**src/dmba_pkg.sv**
```systemverilog
/*
 Package for the data memory bus arbiter: register offsets, the two
 priority encodings, master indices and the arbiter state enumeration.
 Assumes a 32-bit classic Wishbone register bus on the system clock.
*/
`default_nettype none

package dmba_pkg;
   // ----------------------------------------------------------------
   // Register map
   // ----------------------------------------------------------------
   localparam logic [3:0]  PRIO_CTRL_OFFSET = 4'h0;  // Priority control
   localparam logic [3:0]  STATUS_OFFSET    = 4'h4;  // Grant status
   localparam logic [15:0] PRIO_CTRL_RESET  = 16'h0000;
   localparam logic [15:0] PRIO_DEFAULT     = 16'h0000; // Core highest
   localparam logic [15:0] PRIO_DMA_RAISED  = 16'h0020; // DMA highest
   localparam logic [31:0] UNMAPPED_READ    = 32'h00000000;

   // ----------------------------------------------------------------
   // Master indices (one-hot grant bit positions)
   // ----------------------------------------------------------------
   localparam int MST_CORE  = 0;  // Processor core
   localparam int MST_DMA   = 1;  // DMA controller
   localparam int MST_DEBUG = 2;  // Debug module master
   localparam int NUM_MST   = 3;

   // Arbiter state
   typedef enum logic [1:0] {
      ARB_IDLE,
      ARB_BUSY
   } dmba_state_t;
endpackage : dmba_pkg

`default_nettype wire

```
**src/dmba_arbiter.sv**
```systemverilog
/*
 Data memory bus arbiter (extended data space included) for three
 masters: processor core, DMA controller and debug module master.
 Assumes each master holds req high until its access completes and
 signals completion with a one-cycle done pulse while granted.
 Assumes all masters and the register bus run on clk and share the
 synchronous reset, so no request needs a synchroniser.
 Register bus: a request is taken on the edge where cyc and stb are
 high and no ack is pending; ack and read data follow one edge later;
 ack stands for exactly one cycle, read data until the next request.
 Masters: a grant appears one edge after the request is seen while the
 bus is free, stands until the owner's done pulse, and drops for one
 idle cycle before the next winner is chosen.
 Any priority value other than the raised encoding ranks as default.
*/
// Operation
// - Arbitrate data memory among core, DMA, debug
// - Grant highest requester, suspend others until done
// - Default: core M0, DMA M3, debug M4
// - Slots M1 and M2 unused by default
// - At 0x0020: DMA, then core, then debug
// - Raised masters keep their mutual order
// - Lowered masters keep their mutual order
// - Priority changes apply live, no reset
`timescale 1ns/1ns
`default_nettype none

module dmba_arbiter (
   // Clock and reset
   input  wire logic        clk,
   input  wire logic        rstn,
   // Wishbone slave
   input  wire logic        wbCyc,
   input  wire logic        wbStb,
   input  wire logic        wbWe,
   input  wire logic [3:0]  wbAdr,
   input  wire logic [3:0]  wbSel,
   input  wire logic [31:0] wbDatW,
   output var  logic [31:0] wbDatR,
   output var  logic        wbAck,
   // Master requests (held until granted and done)
   input  wire logic [2:0]  mstReq,
   input  wire logic [2:0]  mstDone,
   // Grant to the data memory bus, one-hot
   output var  logic [2:0]  mstGnt
);

   // ----------------------------------------------------------------
   // State
   // ----------------------------------------------------------------
   typedef struct packed {
      dmba_pkg::dmba_state_t st;      // Bus owned or free
      logic [2:0]            gnt;     // One-hot grant
      logic [15:0]           prio;    // Priority control register
      logic                  ack;     // Wishbone ack
      logic [31:0]           rdat;    // Read data
   } dmba_regs_t;

   dmba_regs_t r_reg;  // Registered state
   dmba_regs_t r_next; // Next state

   // ----------------------------------------------------------------
   // Functions
   // ----------------------------------------------------------------
   // Picks the winner; slots M1/M2 never hold a master by default.
   // Reserved settings fall back to the default ranking.
   function automatic logic [2:0] pick(input logic [2:0]  req,
                                       input logic [15:0] prio);
      logic [2:0] g;
      g = 3'h0;
      if (prio == dmba_pkg::PRIO_DMA_RAISED) begin
         if (req[dmba_pkg::MST_DMA])        g = 3'h2;
         else if (req[dmba_pkg::MST_CORE])  g = 3'h1;
         else if (req[dmba_pkg::MST_DEBUG]) g = 3'h4;
      end else begin
         if (req[dmba_pkg::MST_CORE])       g = 3'h1;
         else if (req[dmba_pkg::MST_DMA])   g = 3'h2;
         else if (req[dmba_pkg::MST_DEBUG]) g = 3'h4;
      end
      return g;
   endfunction : pick

   // Byte-lane merge of a 16-bit register
   function automatic logic [15:0] merge(input logic [15:0] old,
                                         input logic [15:0] dat,
                                         input logic [1:0]  sel);
      logic [15:0] m;
      m = old;
      if (sel[0]) m[7:0]  = dat[7:0];
      if (sel[1]) m[15:8] = dat[15:8];
      return m;
   endfunction : merge

   // ----------------------------------------------------------------
   // Register bus decode
   // ----------------------------------------------------------------
   // A request already answered is not taken a second time
   logic wbReq;   // New bus request this cycle
   logic prioHit; // Address selects the priority control register
   logic statHit; // Address selects the grant status register
   assign wbReq   = wbCyc && wbStb && !r_reg.ack;
   assign prioHit = wbAdr == dmba_pkg::PRIO_CTRL_OFFSET;
   assign statHit = wbAdr == dmba_pkg::STATUS_OFFSET;

   // ----------------------------------------------------------------
   // Next state
   // ----------------------------------------------------------------
   // Register access and arbitration decide the next state together
   always_comb begin
      r_next = r_reg;
      r_next.ack = wbReq;
      // Register access
      if (wbReq) begin
         r_next.rdat = dmba_pkg::UNMAPPED_READ;
         if (prioHit) begin // Priority control: read back, write lanes
            r_next.rdat = {16'h0000, r_reg.prio};
            if (wbWe) begin // stored as written
               r_next.prio = merge(r_reg.prio, wbDatW[15:0], wbSel[1:0]);
            end
         end else if (statHit) begin // Grant status: requests and owner
            r_next.rdat = {24'h000000, mstReq, 2'h0, r_reg.gnt};
         end
      end
      // Arbitration
      case (r_reg.st)
         dmba_pkg::ARB_IDLE: begin
            r_next.gnt = pick(mstReq, r_reg.prio);
            if (r_next.gnt != 3'h0) r_next.st = dmba_pkg::ARB_BUSY;
         end
         dmba_pkg::ARB_BUSY: begin
            // Others stay suspended until the owner finishes
            if ((mstDone & r_reg.gnt) != 3'h0) begin
               r_next.gnt = 3'h0;
               r_next.st  = dmba_pkg::ARB_IDLE;
            end
         end
         default: begin
            r_next.gnt = 3'h0;
            r_next.st  = dmba_pkg::ARB_IDLE;
         end
      endcase
   end

   // ----------------------------------------------------------------
   // Registers
   // ----------------------------------------------------------------
   // Synchronous reset clears grant, ack, read data and priority
   always_ff @(posedge clk) begin
      if (!rstn) begin
         r_reg.st   <= dmba_pkg::ARB_IDLE;
         r_reg.gnt  <= 3'h0;
         r_reg.prio <= dmba_pkg::PRIO_CTRL_RESET;
         r_reg.ack  <= 1'b0;
         r_reg.rdat <= 32'h00000000;
      end else begin
         r_reg <= r_next;
      end
   end

   // Outputs come straight from flip-flops
   assign mstGnt = r_reg.gnt;
   assign wbAck  = r_reg.ack;
   assign wbDatR = r_reg.rdat;

   // ----------------------------------------------------------------
   // Assertions
   // ----------------------------------------------------------------
   one_grant_a: assert property (@(posedge clk) disable iff (!rstn)
      $onehot0(mstGnt)) else $error("more than one grant");

   grant_held_a: assert property (@(posedge clk) disable iff (!rstn)
      (mstGnt != 3'h0 && (mstDone & mstGnt) == 3'h0) |=> $stable(mstGnt))
      else $error("grant changed before done");

   core_first_a: assert property (@(posedge clk) disable iff (!rstn)
      (r_reg.st == dmba_pkg::ARB_IDLE && r_reg.prio == dmba_pkg::PRIO_DEFAULT
       && mstReq[0]) |=> mstGnt == 3'h1)
      else $error("core not granted first by default");

   dma_first_a: assert property (@(posedge clk) disable iff (!rstn)
      (r_reg.st == dmba_pkg::ARB_IDLE
       && r_reg.prio == dmba_pkg::PRIO_DMA_RAISED
       && mstReq[1]) |=> mstGnt == 3'h2)
      else $error("dma not granted first when raised");

   dma_over_dbg_a: assert property (@(posedge clk) disable iff (!rstn)
      (r_reg.st == dmba_pkg::ARB_IDLE && mstReq == 3'h6)
      |=> mstGnt == 3'h2) else $error("debug beat dma");

   core_over_dbg_a: assert property (@(posedge clk)
      disable iff (!rstn)
      (r_reg.st == dmba_pkg::ARB_IDLE && mstReq == 3'h5)
      |=> mstGnt == 3'h1) else $error("debug beat core");

   grant_soon_a: assert property (@(posedge clk) disable iff (!rstn)
      (r_reg.st == dmba_pkg::ARB_IDLE && mstReq != 3'h0)
      |=> mstGnt != 3'h0) else $error("request not granted");

   prio_write_a: assert property (@(posedge clk) disable iff (!rstn)
      (wbReq && wbWe && prioHit && wbSel[1:0] == 2'h3)
      |=> r_reg.prio == $past(wbDatW[15:0]))
      else $error("priority write lost");

   slots_a: assert property (@(posedge clk) disable iff (!rstn)
      mstGnt[2] |-> $past(r_reg.st == dmba_pkg::ARB_BUSY
                          || mstReq[1:0] == 2'h0))
      else $error("debug granted over higher master");

   ack_once_a: assert property (@(posedge clk) disable iff (!rstn)
      wbAck |=> !wbAck) else $error("ack longer than a cycle");

   // ----------------------------------------------------------------
   // Register bus checks
   // ----------------------------------------------------------------
   // A taken request is answered on the very next edge
   ack_follows_a: assert property (@(posedge clk) disable iff (!rstn)
      wbReq |=> wbAck) else $error("request not acknowledged");

   // No acknowledge appears without a taken request
   ack_only_a: assert property (@(posedge clk) disable iff (!rstn)
      !wbReq |=> !wbAck) else $error("acknowledge without request");

   // Priority control reads back what is stored
   prio_read_a: assert property (@(posedge clk) disable iff (!rstn)
      (wbReq && !wbWe && prioHit)
      |=> wbDatR == {16'h0000, $past(r_reg.prio)})
      else $error("priority read returned wrong value");

   // Status shows the requests and the current owner
   status_read_a: assert property (@(posedge clk) disable iff (!rstn)
      (wbReq && statHit)
      |=> wbDatR == {24'h000000, $past(mstReq), 2'h0, $past(mstGnt)})
      else $error("status read returned wrong value");

   // Unmapped offsets read as zero
   unmapped_read_a: assert property (@(posedge clk) disable iff (!rstn)
      (wbReq && !prioHit && !statHit)
      |=> wbDatR == dmba_pkg::UNMAPPED_READ)
      else $error("unmapped read not zero");

   // Read data holds between requests
   rdat_held_a: assert property (@(posedge clk) disable iff (!rstn)
      !wbReq |=> $stable(wbDatR)) else $error("read data changed idle");

   // Priority only changes through a write to its own offset
   prio_kept_a: assert property (@(posedge clk) disable iff (!rstn)
      !(wbReq && wbWe && prioHit) |=> $stable(r_reg.prio))
      else $error("priority changed without a write");

   // A low-lane write leaves the high byte of the priority alone
   prio_lanes_a: assert property (@(posedge clk) disable iff (!rstn)
      (wbReq && wbWe && prioHit && wbSel[1:0] == 2'h1)
      |=> r_reg.prio == {$past(r_reg.prio[15:8]), $past(wbDatW[7:0])})
      else $error("priority lane merge wrong");

   // Reset leaves the bus free, the answer low and default priority
   reset_clear_a: assert property (@(posedge clk)
      !rstn |=> (mstGnt == 3'h0 && !wbAck && wbDatR == 32'h00000000
                 && r_reg.prio == dmba_pkg::PRIO_CTRL_RESET))
      else $error("reset state wrong");

   // ----------------------------------------------------------------
   // Arbitration checks
   // ----------------------------------------------------------------
   // A grant only ever goes to a master that was requesting
   gnt_to_req_a: assert property (@(posedge clk) disable iff (!rstn)
      r_reg.st == dmba_pkg::ARB_IDLE
      |=> (mstGnt & ~$past(mstReq)) == 3'h0)
      else $error("grant to a master without request");

   // The owner's done pulse frees the bus on the next edge
   gnt_release_a: assert property (@(posedge clk) disable iff (!rstn)
      (mstGnt != 3'h0 && (mstDone & mstGnt) != 3'h0)
      |=> mstGnt == 3'h0) else $error("grant kept after done");

   // No request, no grant
   no_req_gnt_a: assert property (@(posedge clk) disable iff (!rstn)
      (r_reg.st == dmba_pkg::ARB_IDLE && mstReq == 3'h0)
      |=> mstGnt == 3'h0) else $error("grant without any request");

   // Default and reserved settings rank the core above the DMA
   core_over_dma_a: assert property (@(posedge clk)
      disable iff (!rstn)
      (r_reg.st == dmba_pkg::ARB_IDLE
       && r_reg.prio != dmba_pkg::PRIO_DMA_RAISED && mstReq[1:0] == 2'h3)
      |=> mstGnt == 3'h1) else $error("dma beat core by default");

   // The raised setting ranks the DMA above the core
   dma_over_core_a: assert property (@(posedge clk)
      disable iff (!rstn)
      (r_reg.st == dmba_pkg::ARB_IDLE
       && r_reg.prio == dmba_pkg::PRIO_DMA_RAISED && mstReq[1:0] == 2'h3)
      |=> mstGnt == 3'h2) else $error("core beat dma when raised");

   // The debug module master only wins when nobody else asks
   dbg_last_a: assert property (@(posedge clk) disable iff (!rstn)
      (r_reg.st == dmba_pkg::ARB_IDLE && mstReq[2] && mstReq[1:0] != 2'h0)
      |=> !mstGnt[2]) else $error("debug module master not lowest");

   // The state and the grant agree: busy exactly while someone owns
   busy_gnt_a: assert property (@(posedge clk) disable iff (!rstn)
      (r_reg.st == dmba_pkg::ARB_BUSY) == (mstGnt != 3'h0))
      else $error("state and grant disagree");

endmodule : dmba_arbiter

`default_nettype wire

```
**config.mk**
```make
export PLATFORM = sky130hd
export DESIGN_NAME = dmba_arbiter
export DESIGN_NICKNAME = d
export VERILOG_FILES = /design/src/dmba_pkg.sv /design/src/dmba_arbiter.sv
export SDC_FILE = /design/constraint.sdc
export NUM_CORES = 1
export LEC_CHECK = 0
export ABC_AREA = 1
export BUFFER_PORTS_ARGS = -buffer_cell sky130_fd_sc_hd__buf_2
export CORE_ASPECT_RATIO = 1.5
export CORE_MARGIN = 5
export CORE_UTILIZATION = 46
export DETAILED_ROUTE_END_ITERATION = 8
export PLACE_DENSITY = 0.83
export SYNTH_ARGS = -nofsm -noshare
export SYNTH_HDL_FRONTEND = slang
export SYNTH_SLANG_ARGS = --single-unit
```
**constraint.sdc**
```tcl
create_clock -name clk -period 1.4 [get_ports clk]
set_input_delay 0.14 -clock clk [delete_from_list [all_inputs] [get_ports clk]]
set_output_delay 0.14 -clock clk [all_outputs]
set_load 0.005 [all_outputs]
```
======== After elaboration in Yosys (flattened, before gate mapping) ========
Index checks and enable logic that the tools add are counted.
cells by class
  add/sub/neg operators ................... 0
  multiply operators ...................... 0
  divide/modulo/power cells ............... 0
  magnitude comparators ................... 0
  equal/unequal tests ..................... 5
  shift-type cells ........................ 0
  mux-type cells .......................... 12
  bitwise gates (word level) .............. 1
  reductions and logical operators ........ 10
operators with widths
  kind                 count
  $mux 3               7
  $eq 16x6->1 const B  1
  $mux 16              1
  $pmux 5 s2           1
  $mux 8               1
  $reduce_and 4->1     2
  $reduce_bool 3->1    2
  $mux 5               1
  $eq 4x3->1 const B   1
  $logic_not 4->1      1
  $ne 2x2->1 const B   2
  $and 3x3->3          1
  $eq 2x1->1 const B   1
  $logic_and 1x1->1    2
  $logic_not 2->1      1
  $mux 2               1
  $reduce_and 2->1     1
  $logic_not 1->1      1
word-level totals
  flip-flop bits (word level) ............. 54
  bits in latches ......................... 0
  RAM bits ................................ 0
  ROM bits ................................ 0
  bits of input ports ..................... 51
  output and inout port bits .............. 36
  word-level logic and storage cells ...... 34
  memories kept ........................... 0

======== Depth between registers and ports, before layout ========
  word-level depth ........................ 8
  mapped depth ............................ 8
  mapped depth without buffers ............ 8

======== Least setup slack after synthesis ========
OpenSTA, ideal clock, no wires.
  kind .................................... reg-to-reg
  from .................................... register r_reg (netlist bit wbAck)
  to ...................................... register r_reg[46] (netlist name)
  library setup time ...................... 132 ps
  arrival ................................. 1034 ps
  data required time ...................... 1268 ps
  slack ................................... 234 ps
  cell stages (with the launch flop) ...... 8
  path buffers ............................ 1
  clock period less this slack ............ 1166 ps
  cells stage by stage .................... dfxtp_1 > inv_1 > nand3_4 > nor2_2 > buf_6 > nand2_1 > nand2_1 > a21oi_1
on the way
  word-level cells in the longest chain between the ends .. 3
ends and longest elaborated chain
  element                            RTL line             source
  from (decl)                        dmba_arbiter.sv:59   dmba_regs_t r_reg;
  from (signal assigned)             dmba_arbiter.sv:156  r_reg <= r_next;
  $logic_not 1->1                    dmba_arbiter.sv:101  assign wbReq = wbCyc && wbStb && !r_reg.ack;
  $logic_and 1x1->1                  dmba_arbiter.sv:101
  $reduce_and 4->1 (no source line)  --
Every way passes these cells.
A chain may end at the register's enable or synchronous reset.

======== Worst setup path in the final report ========
  from .................................... register r_reg (netlist bit wbAck)
  to ...................................... register r_reg[47] (netlist name)
The elaborated chain is that of the path after synthesis.

==> run_results.csv <==
group,metric,value,unit
logic_synthesis,syn_inst,240,
route,vias_per_cell,4.80,
worst_setup_path,critPathKind,"reg2reg",
power_and_ir_drop,p_total,1.98,mW
clocking,htreeDepth,2,
grt,grt_pass1_vias,1532,
grt,grt.total_usage,15.8,%
timing,slew_violations,0,
timing,fmax,791,MHz
floorplanning,pin_count,87,
power_and_ir_drop,leakage,0.930,nW
cells_and_area,final_nets,328,
cells_and_area,utilization,52.0,%
worst_setup_path,path_buf_inv,2,
cells_and_area,drive_gt1_share,24.9,%
logic_synthesis,yosys_warnings,0,
worst_setup_path,cp-end-kind,"flop",
grt,antenna_found_initial,0,
placed_design,dpl.cell_count,315,
logic_synthesis,avgSynthCellArea,7.50,sq um
timing,rsz0062_at_grt,"false",
cells_and_area,diodes,0,
floorplanning,core-area,3850,sq um
clocking,postCtsHoldBufs,0,
floorplanning,num_rows,28,
worst_setup_path,crit_top_cell,"nand2_1",
grt,grt_overflow,0,
route,drtIter0Drc,37,
logic_synthesis,netlist.area_leader.share,41.1,%
clocking,cts_resized,1,
worst_setup_path,worstPathRequired,1.58,ns
cells_and_area,largest_reg_flops,17,
worst_setup_path,cp_top_family,"simple AND/OR/NAND/NOR gates",
cells_and_area,fin_cells,322,
floorplanning,initial_utilization,46.7,%
route,drc_errors,0,
logic_synthesis,synth_area,1800,sq um
clocking,clkLatencyLatePin,0.29,ns
logic_synthesis,ys_ff_latch,37,
timing,setup_viol,0,
timing,min_period_over_period,90.4,%
clocking,clkSinkCount,37,
timing,finalHoldViolCount,0,
clocking,cts_tree,"built",
power_and_ir_drop,peakVddDrop,0.000634,V
placed_design,placed_area,1910,sq um
floorplanning,die_height,86.6,um
clocking,clock-root-buffer,"clkbuf_8",
logic_synthesis,ys_types,22,
grt,grt_max_degree,25,
placed_design,place_congestion,0.898,
floorplanning,chipWidth,61.1,um
placed_design,hpwlAfterDp,3060,um
logic_synthesis,synth_top_area_cell,"dfxtp_1",
worst_setup_path,crit_fanout,8,
cells_and_area,final_design_area_no_fill,2010,sq um
cells_and_area,syn_to_final_growth,11.4,%
grt,grt_pass1_wl,6380,um
clocking,clk_path_buf_depth,2,
placed_design,dp_slack,-0.0216,ns
floorplanning,dieArea,5290,sq um
route,dr.pass1.iters,4,
clocking,cts_buffers,5,
route,vias,1546,
route,drt_wl_total,3850,um
worst_setup_path,worstPathCellList,"inv_1 > nand3_4 > nor2_4 > buf_4 > nand2_1 > nand2_1 > a21oi_1",
worst_setup_path,max_stage_delay,0.31,ns
cells_and_area,final_common_cell,"buf_2",
worst_setup_path,critPathLaunchType,"flop",
timing,worst_slack,0.135,ns
power_and_ir_drop,p_per_area,985,nW/um^2
logic_synthesis,ys_top_cells_by_area,"dfxtp_1 (41%), buf_4 (15%), nand2_1 (10%)",
clocking,postCtsSetupBuffers,0,
logic_synthesis,yosysSeqAreaShare,41.1,%
cells_and_area,final_cell_mix,"buf_2 (52), nand2_1 (48), dfxtp_1 (37), nor2_1 (31), a21oi_1 (19)",
worst_setup_path,arrival,1.45,ns
placed_design,io_buffer_count,52,
flow_run,drv_cap,0,
timing,finalClockSkew,0.00417,ns
worst_setup_path,crit_slowest_cell,"dfxtp_1",
clocking,clk_transition_reported_paths,0.07,ns
route,routedWlPerCell,12.0,um
timing,period_needed,1.26,ns
status,outcome,"completed",
route,drtAntennaViolNets,0,
min_path,hold_path_class,"in2reg",
synth_stat cells, drive strengths merged:
master / count
clkbuf: 3
nand4: 1
nor3: 2
o21ai: 9
conb: 1
buf: 41
dfxtp: 37
clkinv: 1
a31oi: 1
nand3: 17
inv: 13
nand2: 49
nor2: 32
a22oi: 13
o21a: 1
a21oi: 19
metrics by stage:
step	TNS, ns	hold slack [ns]
3_5_place_dp	-0.0592	0.379
5_1_grt	0	0.126
3_3_place_gp	0	0.383
4_1_cts	0	0.0809
6_report	0	0.0893
2_1_floorplan	0	0.253
metal layers:
layer	GRT usage, %	wire, um	share of wire [%]	up-vias
met3	3.58	269	7.0	7
met5	0	0	0	-
li1	-	-	-	804
met2	27.6	2040	53	48
met4	7.89	80	2.1	0
met1	16.9	1460	38	687
worst min-delay path: stages:
cell and delay [ns]:
buf_2 0.10, nand2_1 0.05, o21ai_0 0.05
layout make-up:
cell class                      count  area [sq um]
Clock buffer                        7          86.3
Tap cell                           45          56.3
Fill cell                         399          1850
Inverter                           14          52.6
Sequential cell                    37           741
Timing Repair Buffer               59           325
Multi-Input combinational cell    160           744
kinds of logic (layout without fill, tap and decap cells):
family	Yosys count	count (layout)	share of synthesized area [%]
AOI/OAI and AO/OA	43	43	14.0
buffers and inverters	58	80	21.1
and+or+nand+nor	101	101	23.6
other	1	16	0.208
DFF	37	37	41.1
worst paths after layout:
| check | from | end | slack [ns] | depth (start not counted) |
|---|---|---|---|---|
| setup / recovery | wbAck | r_reg[47] | 0.14 | 7 |
| setup reg to reg | wbAck | r_reg[47] | 0.14 | 7 |
| hold / removal | mstReq[2] | wbDatR[7] | 0.09 | 3 |
| hold reg to reg | r_reg[41] | r_reg[41] | 0.48 | 2 |
report_power, final:
group / switching (mW) / internal (mW) / leakage, nW / total (mW)
Clock: 0.357 / 0.390 / 0.0443 / 0.747
Combinational: 0.0919 / 0.0653 / 0.587 / 0.157
Sequential: 0.00931 / 1.06 / 0.299 / 1.07
Total: 0.458 / 1.52 / 0.930 / 1.98
No activity file was read; power rests on OpenSTA's default activity.
